### config.mk
export PLATFORM = sky130hd
export DESIGN_NAME = asp_serial_port
export DESIGN_NICKNAME = d
export VERILOG_FILES = /design/src/asp_pkg.sv /design/src/asp_tmr_if.sv /design/src/asp_baud_timer.sv /design/src/asp_serial_port.sv
export SDC_FILE = /design/constraint.sdc
export NUM_CORES = 1
export LEC_CHECK = 0
export BUFFER_PORTS_ARGS = -buffer_cell sky130_fd_sc_hd__buf_4
export CAP_MARGIN = 20
export CORE_UTILIZATION = 57
export CTS_CLUSTER_SIZE = 12
export DETAILED_ROUTE_END_ITERATION = 10
export MAX_ROUTING_LAYER = met4
export PLACE_DENSITY = 0.84
export SYNTH_ARGS = -nofsm -noshare
export SYNTH_HDL_FRONTEND = slang
export SYNTH_SLANG_ARGS = --single-unit
export TNS_END_PERCENT = 1
### constraint.sdc
create_clock -name clk -period 2.5 [get_ports clk]
set_input_delay 0.25 -clock clk [delete_from_list [all_inputs] [get_ports clk]]
set_output_delay 0.25 -clock clk [all_outputs]
set_load 0.02 [all_outputs]
### src/asp_pkg.sv
/*
 * asp_pkg: constants, state types and register layout of the
 * asynchronous serial port with its baud timer.
 * assumes: one system clock, AHB-Lite register access.
 */
`default_nettype none
package asp_pkg;
	// ==========================================================
	// register offsets (byte addresses, low address byte)
	localparam logic [7:0] OFS_CTRL = 8'h00;
	localparam logic [7:0] OFS_DATA = 8'h04;
	localparam logic [7:0] OFS_BAUD = 8'h08;
	localparam logic [7:0] OFS_ISTAT = 8'h0c;
	localparam logic [7:0] OFS_IMASK = 8'h10;

	// ==========================================================
	// serial_control_reg bit positions
	localparam int CTL_MODE9 = 7;
	localparam int CTL_ONE = 6;
	localparam int CTL_MCE = 5;
	localparam int CTL_REN = 4;
	localparam int CTL_TB8 = 3;
	localparam int CTL_RB8 = 2;
	localparam int CTL_TI = 1;
	localparam int CTL_RI = 0;

	// ==========================================================
	// baud control register fields
	localparam int BD_EN = 0;
	localparam int BD_SEL_LSB = 1;
	localparam int BD_RELOAD_LSB = 8;
	localparam int BD_COUNT_LSB = 16;

	// count clock sources
	localparam logic [2:0] SEL_SYS = 3'h0;
	localparam logic [2:0] SEL_DIV4 = 3'h1;
	localparam logic [2:0] SEL_DIV12 = 3'h2;
	localparam logic [2:0] SEL_DIV48 = 3'h3;
	localparam logic [2:0] SEL_OSC8 = 3'h4;
	localparam logic [2:0] SEL_PIN = 3'h5;

	// interrupt status and mask bits
	localparam int IRQ_RX = 0;
	localparam int IRQ_TX = 1;

	// ==========================================================
	// prescaler and frame counts
	localparam logic [3:0] PRE12_LAST = 4'hb;
	localparam logic [1:0] Q4_LAST = 2'h3;
	localparam logic [2:0] OSC_LAST = 3'h7;
	localparam logic [7:0] TMR_TOP = 8'hff;
	localparam logic [3:0] TX_LEN8 = 4'ha;
	localparam logic [3:0] TX_LEN9 = 4'hb;
	localparam logic [3:0] RX_LAST8 = 4'h9;
	localparam logic [3:0] RX_LAST9 = 4'ha;

	// reset values
	localparam logic [7:0] RELOAD_RST = 8'h00;
	localparam logic [2:0] SEL_RST = 3'h0;

	// ==========================================================
	// state types
	typedef enum logic [2:0] {
		TX_IDLE = 3'b001,
		TX_WAIT = 3'b010,
		TX_SEND = 3'b100
	} asp_tx_t;

	typedef enum logic [1:0] {
		RX_IDLE = 2'b01,
		RX_RUN = 2'b10
	} asp_rx_t;

	typedef struct packed {
		logic [7:0] count;
	} asp_tmr_state_t;

	typedef struct packed {
		logic mode9;
		logic mce;
		logic ren;
		logic tb8;
		logic rb8;
		logic ti;
		logic ri;
		logic baud_en;
		logic [2:0] clk_sel;
		logic [7:0] reload;
		logic [1:0] istat;
		logic [1:0] imask;
		logic irq;
		logic [7:0] rx_buf;
		logic dp_wr;
		logic dp_rd;
		logic [7:0] dp_addr;
		logic hreadyout;
		logic hresp;
		logic [31:0] hrdata;
		logic [3:0] pre12;
		logic [1:0] q4;
		logic [2:0] osc_div;
		logic osc_prev;
		logic pin_prev;
		asp_tx_t tx_state;
		logic tx_half;
		logic [10:0] tx_shift;
		logic [3:0] tx_left;
		logic [7:0] tx_data;
		logic txd;
		asp_rx_t rx_state;
		logic rx_half;
		logic [3:0] rx_cnt;
		logic [9:0] rx_bits;
		logic rxd_prev;
	} asp_state_t;
endpackage : asp_pkg
`default_nettype wire

### src/asp_tmr_if.sv
/*
 * asp_tmr_if: link between the port logic and one baud timer copy.
 * assumes: driven and read in the clk domain only.
 */
`timescale 1ns/10ps
`default_nettype none
interface asp_tmr_if;
	logic tick;
	logic force_reload;
	logic [7:0] reload;
	logic [7:0] count;
	logic overflow;
	modport timer(input tick, input force_reload, input reload, output count, output overflow);
	modport user(output tick, output force_reload, output reload, input count, input overflow);
endinterface : asp_tmr_if
`default_nettype wire

### src/asp_baud_timer.sv
/*
 * asp_baud_timer: 8-bit auto-reload counter with overflow pulse.
 * assumes: tick is a one-cycle count enable; force wins over tick.
 */
`timescale 1ns/10ps
`default_nettype none
module asp_baud_timer (
	// clock and reset
	input wire logic clk,
	input wire logic sys_rst,
	// timer link
	asp_tmr_if.timer tif
);
	import asp_pkg::*;

	asp_tmr_state_t s;
	asp_tmr_state_t next_s;

	// ==========================================================
	// count, reload on overflow or on force
	always_comb begin
		next_s = s;
		if (tif.force_reload) begin
			next_s.count = tif.reload;
		end else if (tif.tick) begin
			if (s.count == TMR_TOP) begin
				next_s.count = tif.reload;
			end else begin
				next_s.count = s.count + 8'h01;
			end
		end
	end

	always_ff @(posedge clk) begin
		if (sys_rst) begin
			s <= '0;
		end else begin
			s <= next_s;
		end
	end

	// outputs to the user side
	assign tif.count = s.count;
	assign tif.overflow = tif.tick && !tif.force_reload && (s.count == TMR_TOP);
endmodule : asp_baud_timer
`default_nettype wire

### src/asp_serial_port.sv
/*
 * asp_serial_port: full duplex asynchronous serial port with baud
 * timer, AHB-Lite register slave and masked interrupt.
 * assumes: all inputs synchronous to clk, single zero/one-wait slave.
 */
// The AHB-Lite interface to the registers and the placing of the registers were left to the implementer.
// Behaviour
// - asynchronous full duplex port, 8-bit and 9-bit variable-rate framings only
// - completed byte held in buffer while next byte shifts in
// - write to data buffer loads transmit register and starts sending
// - read of data buffer returns receive buffer; transmit data unreadable
// - interrupt requested when enabled and transmit-done or receive-done set; code raises it from the ISTAT bits, cleared by an ISTAT read, not from ti/ri
// - done flags cleared only by software write, never by hardware
// - bit clock from 8-bit auto-reload timer low count overflows
// - receive clock from a hidden copy of the low counter
// - both timer overflow streams halved to give bit rates
// - receive timer counts when timer enabled, same reload byte
// - start edge on receive pin forces receive timer reload
// - timer count clock from six selectable sources
// - 8-bit frame: start, eight data LSB first, stop into ninth field
// - 9-bit frame: start, data, ninth bit, stop; stop ignored on receive
// - transmit-done set at start of stop bit time
// - load and flag only if flag clear and filter condition holds
`timescale 1ns/10ps
`default_nettype none
module asp_serial_port (
	// clock and reset
	input wire logic clk,
	input wire logic sys_rst,
	// ahb-lite slave
	input wire logic hsel,
	input wire logic [31:0] haddr,
	input wire logic [1:0] htrans,
	input wire logic hwrite,
	input wire logic [2:0] hsize,
	input wire logic [31:0] hwdata,
	input wire logic hready,
	output logic hreadyout,
	output logic hresp,
	output logic [31:0] hrdata,
	// serial lines
	input wire logic rxd,
	output logic txd,
	// timer clock inputs
	input wire logic ext_osc_clk,
	input wire logic baud_timer_ext_input,
	// interrupt
	output logic irq
);
	import asp_pkg::*;

	asp_state_t s;
	asp_state_t next_s;
	logic count_tick;
	logic rx_force;
	logic tx_bit;
	logic rx_fall;
	logic accept;
	logic wr_data;
	logic rx_b8;
	logic [3:0] rx_idx;
	logic [3:0] rx_last;

	asp_tmr_if tx_tif ();
	asp_tmr_if rx_tif ();

	// ==========================================================
	// timer copies: transmit and hidden receive
	asp_baud_timer u_tx_timer (
		.clk(clk),
		.sys_rst(sys_rst),
		.tif(tx_tif)
	);

	// the receive copy shows in no register, so software cannot reach it
	asp_baud_timer u_rx_timer (
		.clk(clk),
		.sys_rst(sys_rst),
		.tif(rx_tif)
	);

	// shared tick and reload, forced reload only on receive copy
	assign tx_tif.tick = count_tick;
	assign rx_tif.tick = count_tick;
	assign tx_tif.reload = s.reload;
	assign rx_tif.reload = s.reload;
	assign tx_tif.force_reload = 1'b0;
	assign rx_tif.force_reload = rx_force;

	// ==========================================================
	// count clock select; kept out of the main process so the
	// overflow fed back from the timers closes no process loop
	always_comb begin
		count_tick = 1'b0;
		case (s.clk_sel)
			SEL_SYS: count_tick = 1'b1;
			SEL_DIV4: count_tick = (s.pre12[1:0] == Q4_LAST);
			SEL_DIV12: count_tick = (s.pre12 == PRE12_LAST);
			SEL_DIV48: count_tick = (s.pre12 == PRE12_LAST) && (s.q4 == Q4_LAST);
			SEL_OSC8: count_tick = ext_osc_clk && !s.osc_prev && (s.osc_div == OSC_LAST);
			SEL_PIN: count_tick = !baud_timer_ext_input && s.pin_prev;
			default: count_tick = 1'b0;
		endcase
		count_tick = count_tick && s.baud_en;
	end

	// start edge on the receive pin forces the hidden timer reload
	assign rx_fall = s.rxd_prev && !rxd;
	assign rx_force = (s.rx_state == RX_IDLE) && s.ren && s.baud_en && rx_fall;

	// ==========================================================
	// next state
	always_comb begin
		next_s = s;
		rx_b8 = 1'b0;
		rx_idx = 4'h0;
		rx_last = s.mode9 ? RX_LAST9 : RX_LAST8;
		accept = hsel && htrans[1] && hready;
		wr_data = s.dp_wr && (s.dp_addr == OFS_DATA);

		// prescalers for the count clock
		// one free /12 counter also gives the /4 tap and, with q4, /48
		next_s.pre12 = (s.pre12 == PRE12_LAST) ? 4'h0 : s.pre12 + 4'h1;
		if (s.pre12 == PRE12_LAST) begin
			next_s.q4 = s.q4 + 2'h1;
		end
		next_s.osc_prev = ext_osc_clk;
		next_s.pin_prev = baud_timer_ext_input;
		if (ext_osc_clk && !s.osc_prev) begin
			next_s.osc_div = s.osc_div + 3'h1;
		end

		// ahb address phase: writes zero wait, reads one wait
		// hsize is not decoded: every register is one aligned word
		next_s.dp_wr = accept && hwrite;
		next_s.dp_rd = accept && !hwrite;
		next_s.hresp = 1'b0;
		if (accept) begin
			next_s.dp_addr = haddr[7:0];
		end
		next_s.hreadyout = !(accept && !hwrite);

		// read data phase
		if (s.dp_rd) begin
			case (s.dp_addr)
				OFS_CTRL: next_s.hrdata = {24'h000000, s.mode9, 1'b1, s.mce, s.ren,
					s.tb8, s.rb8, s.ti, s.ri};
				OFS_DATA: next_s.hrdata = {24'h000000, s.rx_buf};
				OFS_BAUD: next_s.hrdata = {8'h00, tx_tif.count, s.reload, 4'h0,
					s.clk_sel, s.baud_en};
				OFS_ISTAT: next_s.hrdata = {30'h0, s.istat};
				OFS_IMASK: next_s.hrdata = {30'h0, s.imask};
				default: next_s.hrdata = 32'h00000000;
			endcase
			// read clears status; an event this cycle is set again below
			if (s.dp_addr == OFS_ISTAT) begin
				next_s.istat = 2'h0;
			end
		end

		// write data phase
		// flags written as zero clear; a hardware set below still wins
		if (s.dp_wr) begin
			case (s.dp_addr)
				OFS_CTRL: begin
					next_s.mode9 = hwdata[CTL_MODE9];
					next_s.mce = hwdata[CTL_MCE];
					next_s.ren = hwdata[CTL_REN];
					next_s.tb8 = hwdata[CTL_TB8];
					next_s.rb8 = hwdata[CTL_RB8];
					next_s.ti = hwdata[CTL_TI];
					next_s.ri = hwdata[CTL_RI];
				end
				OFS_DATA: begin
					next_s.tx_data = hwdata[7:0];
					next_s.tx_state = TX_WAIT;
				end
				OFS_BAUD: begin
					next_s.baud_en = hwdata[BD_EN];
					next_s.clk_sel = hwdata[BD_SEL_LSB +: 3];
					next_s.reload = hwdata[BD_RELOAD_LSB +: 8];
				end
				OFS_IMASK: next_s.imask = hwdata[1:0];
				default: begin
				end
			endcase
		end

		// transmitter: halved overflow gives the bit clock
		tx_bit = tx_tif.overflow && s.tx_half;
		if (tx_tif.overflow) begin
			next_s.tx_half = !s.tx_half;
		end
		// a data write owns this cycle and restarts the frame
		if (!wr_data) begin
			case (s.tx_state)
				TX_IDLE: next_s.txd = 1'b1;
				TX_WAIT: begin
					if (tx_bit) begin
						if (s.mode9) begin
							next_s.tx_shift = {1'b1, s.tb8, s.tx_data, 1'b0};
							next_s.tx_left = TX_LEN9 - 4'h1;
						end else begin
							next_s.tx_shift = {2'b11, s.tx_data, 1'b0};
							next_s.tx_left = TX_LEN8 - 4'h1;
						end
						next_s.txd = 1'b0;
						next_s.tx_state = TX_SEND;
					end
				end
				TX_SEND: begin
					if (tx_bit) begin
						if (s.tx_left == 4'h0) begin
							next_s.tx_state = TX_IDLE;
						end else begin
							next_s.tx_shift = {1'b1, s.tx_shift[10:1]};
							next_s.txd = s.tx_shift[1];
							next_s.tx_left = s.tx_left - 4'h1;
						end
						if (s.tx_left == 4'h1) begin
							next_s.ti = 1'b1;
							next_s.istat[IRQ_TX] = 1'b1;
						end
					end
				end
				default: next_s.tx_state = TX_IDLE;
			endcase
		end

		// receiver: start edge aligns the hidden timer
		// overflows 1, 3, 5 .. sample start, data, ninth and stop
		next_s.rxd_prev = rxd;
		rx_idx = s.rx_cnt - 4'h1;
		case (s.rx_state)
			RX_IDLE: begin
				if (rx_force) begin
					next_s.rx_half = 1'b0;
					next_s.rx_cnt = 4'h0;
					next_s.rx_state = RX_RUN;
				end
			end
			RX_RUN: begin
				if (!s.ren) begin
					next_s.rx_state = RX_IDLE;
				end else if (rx_tif.overflow) begin
					next_s.rx_half = !s.rx_half;
					if (!s.rx_half) begin
						next_s.rx_cnt = s.rx_cnt + 4'h1;
						if (s.rx_cnt == 4'h0) begin
							if (rxd) begin
								next_s.rx_state = RX_IDLE;
							end
						end else if (s.rx_cnt == rx_last) begin
							rx_b8 = s.mode9 ? s.rx_bits[8] : rxd;
							if (!s.ri && (!s.mce || rx_b8)) begin
								next_s.rx_buf = s.rx_bits[7:0];
								next_s.rb8 = rx_b8;
								next_s.ri = 1'b1;
								next_s.istat[IRQ_RX] = 1'b1;
							end
							next_s.rx_state = RX_IDLE;
						end else begin
							next_s.rx_bits[rx_idx] = rxd;
						end
					end
				end
			end
			default: next_s.rx_state = RX_IDLE;
		endcase

		// masked interrupt level
		next_s.irq = |(next_s.istat & next_s.imask);
	end

	// ==========================================================
	// state register
	always_ff @(posedge clk) begin
		if (sys_rst) begin
			s <= '0;
			s.reload <= RELOAD_RST;
			s.clk_sel <= SEL_RST;
			s.hreadyout <= 1'b1;
			s.txd <= 1'b1;
			// edge detectors start at idle level: no false edge
			s.osc_prev <= 1'b1;
			s.pin_prev <= 1'b1;
			s.rxd_prev <= 1'b1;
			s.tx_state <= TX_IDLE;
			s.rx_state <= RX_IDLE;
		end else begin
			s <= next_s;
		end
	end

	// outputs straight from the state register
	assign hreadyout = s.hreadyout;
	assign hresp = s.hresp;
	assign hrdata = s.hrdata;
	assign txd = s.txd;
	assign irq = s.irq;
endmodule : asp_serial_port
`default_nettype wire

After elaboration in Yosys (flattened, before gate mapping)
Index checks and enable logic that the tools add are counted.
{"block": "word_totals", "reg_bits": 149, "latch_bits": 0, "ramBits": 0, "romBits": 0, "inputBits": 77, "out_inout_bits": 36, "wordCells": 213, "memories": 0}
{"block": "classes", "n_addsub": 8, "mul": 0, "n_div": 0, "order_cmp": 2, "eq_ne": 33, "n_shift": 0, "n_mux": 76, "n_bitwise": 5, "reduce_logical": 51}
{"cell": "24-bit one-hot mux with 5 select lines", "n": 1}
{"cell": "15-bit two-way mux", "n": 5}
{"cell": "1-bit two-way mux", "n": 34}
{"cell": "8-bit two-way mux", "n": 4}
{"cell": "15-bit one-hot mux with 2 select lines", "n": 1}
{"cell": "14-bit two-way mux", "n": 2}
{"cell": "3-bit two-way mux", "n": 7}
{"cell": "1-bit logical AND", "n": 20}
{"cell": "10-bit two-way mux", "n": 2}
{"cell": "2-bit two-way mux", "n": 10}
{"cell": "5-bit AND reduction", "n": 4}
{"cell": "17-bit two-way mux", "n": 1}
{"cell": "8-bit by 1-bit adder with 8-bit output (second input constant)", "n": 2}
{"cell": "8-bit by 4-bit equality test with 1-bit output (second input constant)", "n": 2}
{"cell": "8-bit equality test (second input constant)", "n": 2}
{"cell": "3-bit equality test (second input constant)", "n": 4}
{"cell": "12-bit two-way mux", "n": 1}
{"cell": "2-bit inequality test (second input constant)", "n": 6}
{"cell": "10-bit bitwise mux", "n": 1}
{"cell": "1-bit logical NOT", "n": 10}
{"cell": "5-bit one-hot mux with 2 select lines", "n": 1}
{"cell": "3-bit by 2-bit equality test with 1-bit output (second input constant)", "n": 3}
{"cell": "3-bit one-hot mux with 3 select lines", "n": 1}
{"cell": "4-bit by 1-bit adder with 4-bit output (second input constant)", "n": 2}
{"cell": "34 further kinds", "n": 49}

Depth between registers and ports, before layout
{"block": "depth", "depth_word": 12, "mapped_depth": 10, "depth_no_buf": 7}

Cells and area by module
Synthesis repeated with hierarchy kept, for this count alone.
{"block": "hier_totals", "cells_unflattened": 778, "area_unflattened_um2": 6765.2}
{"module": "asp_serial_port", "n_inst": 1, "cells_each": 638, "area_each_um2": 5656.7, "seq_area_each_um2": 2442.3}
{"module": "asp_baud_timer", "n_inst": 2, "cells_each": 70, "area_each_um2": 554.3, "seq_area_each_um2": 160.2}

Least setup slack after synthesis
No wires, ideal clock.
{"block": "synth_path", "path_type": "register -> register", "from": "register s[11] (netlist bit)", "to": "register (tool-made name)", "setup_time_ns": 0.132, "arrival_time_ns": 1.895, "required_time_ns": 2.368, "setup_slack_ns": 0.473, "path_stages_with_launch": 9, "n_path_buf": 2, "period_less_slack_ns": 2.027, "path_cell_list": "dfxtp_1 -> buf_2 -> inv_1 -> ha_1 -> clkbuf_1 -> o41ai_1 -> nand2_1 -> o21ai_0 -> a21oi_1"}
{"element": "from (decl)", "line_no": "asp_serial_port.sv:52", "rtl": "asp_state_t s;"}
{"element": "from (signal assigned)", "line_no": "asp_serial_port.sv:291", "rtl": "s <= next_s;"}

Final worst setup path
{"block": "layout_path", "from": "register s[53] (netlist bit)", "to": "register s[45] (netlist bit)"}
{"block": "layout_via", "elab_chain_cells": 9, "word_cells_on_any_way": 11, "classes_between": "eq/ne (2); mux (5); reduce/logical (4)"}
{"element": "4-bit equality test", "line_no": "asp_serial_port.sv:98, asp_serial_port.sv:99"}
{"element": "1-bit logical AND", "line_no": "asp_serial_port.sv:99", "rtl": "SEL_DIV48: count_tick = (s.pre12 == PRE12_LAST) && (s.q4 == Q4_LAST);"}
{"element": "1-bit one-hot mux with 6 select lines *", "line_no": "asp_serial_port.sv:95", "rtl": "case (s.clk_sel)"}
{"element": "1-bit logical AND *", "line_no": "asp_serial_port.sv:104", "rtl": "count_tick = count_tick && s.baud_en;"}
{"element": "1-bit logical AND *", "line_no": "asp_baud_timer.sv:44", "rtl": "assign tif.overflow = tif.tick && !tif.force_reload && (s.count == TMR_TOP);"}
{"element": "1-bit logical AND *", "line_no": "asp_serial_port.sv:190", "rtl": "tx_bit = tx_tif.overflow && s.tx_half;"}
{"element": "3-bit two-way mux (on tied branches)", "line_no": "asp_serial_port.sv:212, asp_serial_port.sv:199"}
{"element": "3-bit one-hot mux with 3 select lines *", "line_no": "asp_serial_port.sv:196", "rtl": "case (s.tx_state)"}
{"element": "3-bit two-way mux *", "line_no": "asp_serial_port.sv:195", "rtl": "if (!wr_data) begin"}
Mark *: on every way between the ends. The rest lies on a longest branch, timed or not.
A chain may end at the register's enable or synchronous reset.

==> summary.md <==
| Metric | Value |
|---|---|
| Status | `complete, but fails checks` |
| Failing checks | `design-rule violations` |
| Yosys top cell by area | `dfxtp_1` |
| Final setup TNS | `0 ns` |
| Ant. Diodes | `0` |
| Crit path time final | `~2.3 ns` |
| CTS tree | `yes` |
| Crit path depth | `6` |
| Syn Inst Count | `797` |
| Clock sink count | `138` |
| Syn Area/Cell | `roughly 8.6 sq um` |
| Number of port buffers | `a little under 60` |
| CP Capture Type | `register` |
| Nets@finish | `slightly above 900` |
| Routed WL per cell | `17.12 um` |
| Worst r2r path cells | `6` |
| Core area | `between 10000 and 15000 sq um` |
| I/O pins | `113` |
| Height of the die | `~110 um` |
| CP Class | `reg2reg` |
| Layout cell share with drive strength beyond 1 | `between 10% and 20%` |
| Yosys top cell area share | `approximately 40%` |
| Post-synthesis sequential area ratio | `around two fifths` |
| Post-synth EDFFs | `0` |
| Max Cap Viol | `0` |
| Leading post-synthesis cells by cell area | `dfxtp_1 40%, a21oi_1 6.9%, mux2i_1 4.7%` |
| CP required | `2.81 ns` |
| Worst path max stage delay | `between 0.4 and 0.5 ns` |
| Post-cts gate resize count | `0` |
| Vias in the first global route | `approximately 5800` |
| Hold_buf cts | `0` |
| Skew-Pair Late Insertion Delay | `between 0.4 and 0.5 ns` |
| CP arrival | `2.66 ns` |
| Detailed Place HPWL | `between 10000 and 15000 um` |
| LEAKAGE | `about 0.0030 uW` |
| Worst min-delay path class | `in2reg` |
| Mapped Area | `6867 sq um` |
| GR Overflow Total | `0` |
| Setup violations, final | `0` |
| FF-to-FF Start | `s[53]$_SDFF_PP0_` |
| DRC Markers | `3` |
| YS warnings | `0` |
| Initial core utilization | `between 50% and 60%` |
| Fin crit share | `around 94%` |
| Pwr Total | `5157 uW` |
| Max VDD drop | `roughly 0.47 mV` |
| Vias | `between 6000 and 7000` |
| Routability cong. | `0.8220` |
| Top delay family on crit path | `simple AND/OR/NAND/NOR gates` |
| Row count | `39` |
| Fraction of registers with async set/reset | `0%` |
| Critical path buffers and inverters | `0` |
| Endpoints failing hold | `0` |
| End of the worst register-to-register path | `s[45]$_SDFF_PP0_` |
| Non-filler cells, final | `980` |
| H-tree levels | `4` |
| Clock Skew | `between 0.006 and 0.007 ns` |
| Number of DRC markers in iteration 0 | `a little under 600` |
| Post-CTS Setup Inserts | `0` |
| Slew Viols, Final | `0` |
| Pre-antenna DRT Iters | `9` |
| GRT Total Usage | `roughly 29%` |
| Synthesis-to-finish area growth | `14.43%` |
| Clk Tree Root Cell | `clkbuf_16` |
| Clk pin slew, worst setup/hold paths | `0.05 ns` |
| TritonCTS Buffers | `17` |
| R2R setup slack | `between 0.15 and 0.2 ns` |
| CP cell instances | `ha_1, and3b_1, o21a_1, and4_1, nand2_1, a2111oi_2` |
| Clock Path Buffers | `2` |
| Number of vias per cell | `about 6` |
| Crit path to | `s[45]$_SDFF_PP0_` |
| Worst setup SP type | `register` |
| PwrDens | `about 660 nW/um^2` |
| Setup ws final | `between 0.15 and 0.2 ns` |
| Netlist cell types | `76` |
| Unrepaired setup endpoints after global routing | `no` |
| DIE AREA | `around 12000 sq um` |
| CP startpoint | `s[53]$_SDFF_PP0_` |
| Largest net degree at the start of global routing | `50` |
| Setup WS pre-CTS | `0.2599 ns` |
| Initial antenna violation count | `0` |
| Die width | `roughly 110 um` |
| Highest-delay cell along the critical path | `and4_1` |
| Placed Instances | `between 900 and 1000` |
| Routed WL | `between 15000 and 20000 um` |
| Ys flop type | `dfxtp_1` |
| Synth Register Bits | `between 100 and 150` |
| First-pass GRT wire length | `~28000 um` |
| Slew headroom | `59.06%` |
| Post-route ant nets | `0` |
| Crit Path Max Fanout | `10` |
| Achievable Freq | `between 400 and 500 MHz` |
| Slew of the pin with the lowest slew margin | `0.6124 ns` |
-- power by group --
| group | internal (uW) | switching, uW |
|---|---|---|
| registers | 2220 | 15.3 |
| clock network | 1820 | 913 |
| logic | 79.7 | 116 |
| total | 4110 | 1040 |
-- logic make-up (layout without fill, tap and decap cells) --
logic type	count (synthesis)	count (layout)	share of synthesized area (%)
AO/OA/AOI/OAI	199	199	17.64
XOR/XNOR	5	5	0.6377
adder cells (fa/ha/maj)	13	13	2.369
buffers and inverters	99	131	7.999
flip-flops	138	138	40.23
multiplexers	44	44	6.633
other	1	9	0.05461
AND/OR/NAND/NOR	298	298	24.44
-- per-layer routing --
metal | global-route usage [%] | up-vias | wire [um]
met5 | - | - | 0
met4 | 12.88 | 0 | 450
met3 | 5.825 | 46 | 1048
met2 | 46.67 | 248 | 8349
met1 | 33.78 | 2895 | 6932
li1 | - | 2856 | -
-- placed cells by master, fill, tap and decap left out, drive strengths merged, types with 7 or more instances in the layout --
cell,instances
mux2i,32
clkbuf,24
nor2b,25
a21boi,7
nand2b,13
nand3,47
a21oi,95
buf,86
nand2,63
nor3,15
ha,13
nor3b,8
inv,13
conb,9
mux2,12
and3,8
nand3b,7
nor2,59
a211oi,8
o21ai,48
dfxtp,138
nand4,15
-- through the flow --
stage / instance area, sq um / util [%] / hold slack, ns
2_1_floorplan: 6897 / - / 0.3566
5_1_grt: 7858 / 67.94 / 0.03791
3_5_place_dp: 7221 / 62.44 / 0.4545
3_3_place_gp: 7221 / 62.44 / 0.4393
6_report: 7858 / 67.94 / 0.03600
4_1_cts: 7858 / 67.94 / 0.02522
-- cells in the mapped netlist, types with 5 or more instances --
| cell | number |
|---|---|
| dfxtp_1 | 138 |
| a21oi_1 | 95 |
| nand2_1 | 62 |
| nor2_1 | 57 |
| nand3_1 | 45 |
| o21ai_0 | 45 |
| buf_4 | 39 |
| mux2i_1 | 32 |
| clkbuf_1 | 27 |
| nor2b_1 | 25 |
| nand4_1 | 15 |
| buf_2 | 13 |
| ha_1 | 13 |
| nand2b_1 | 13 |
| inv_1 | 12 |
| mux2_2 | 12 |
| nor3_1 | 12 |
| and3_1 | 8 |
| a211oi_1 | 7 |
| nand3b_1 | 7 |
| a21boi_0 | 6 |
| a31oi_1 | 6 |
| and4_1 | 6 |
| nor3b_1 | 6 |
| buf_1 | 5 |
| or2_2 | 5 |
| or3_1 | 5 |
-- cell type report --
| type | instances | area, sq um |
|---|---|---|
| well taps | 143 | 178.9 |
| multi-input cells | 568 | 3585 |
| inverters | 13 | 48.80 |
| repair buffers | 86 | 645.6 |
| flip-flops and latches | 138 | 2763 |
| fillers | 873 | 3707 |
| clock inverters | 8 | 165.2 |
| clock buffers | 24 | 471.7 |
-- worst min-delay path by stage --
stage	from	endpoint	slack (ns)	cells past startpoint
6_report	baud_timer_ext_input	s[46]$_SDFF_PP1_	0.04	2
2_1_floorplan	baud_timer_ext_input	s[46]$_SDFF_PP1_	0.36	1
3_5_place_dp	s[21]$_SDFFE_PP0P_	s[21]$_SDFFE_PP0P_	0.45	2
3_3_place_gp	s[53]$_SDFF_PP0_	s[53]$_SDFF_PP0_	0.44	1
5_1_grt	baud_timer_ext_input	s[46]$_SDFF_PP1_	0.04	2
4_1_cts	baud_timer_ext_input	s[46]$_SDFF_PP1_	0.03	2
-- sequential cells by signal, indices dropped and copies added, names as in the netlist, named ones only --
name and cells:
irq 1, txd 1, hrdata 24, s 78, rx_tif.reload 8, u_tx_timer.tif.count 8, hreadyout 1, u_rx_timer.tif.count 8
No activity file was read; power rests on OpenSTA's default activity.
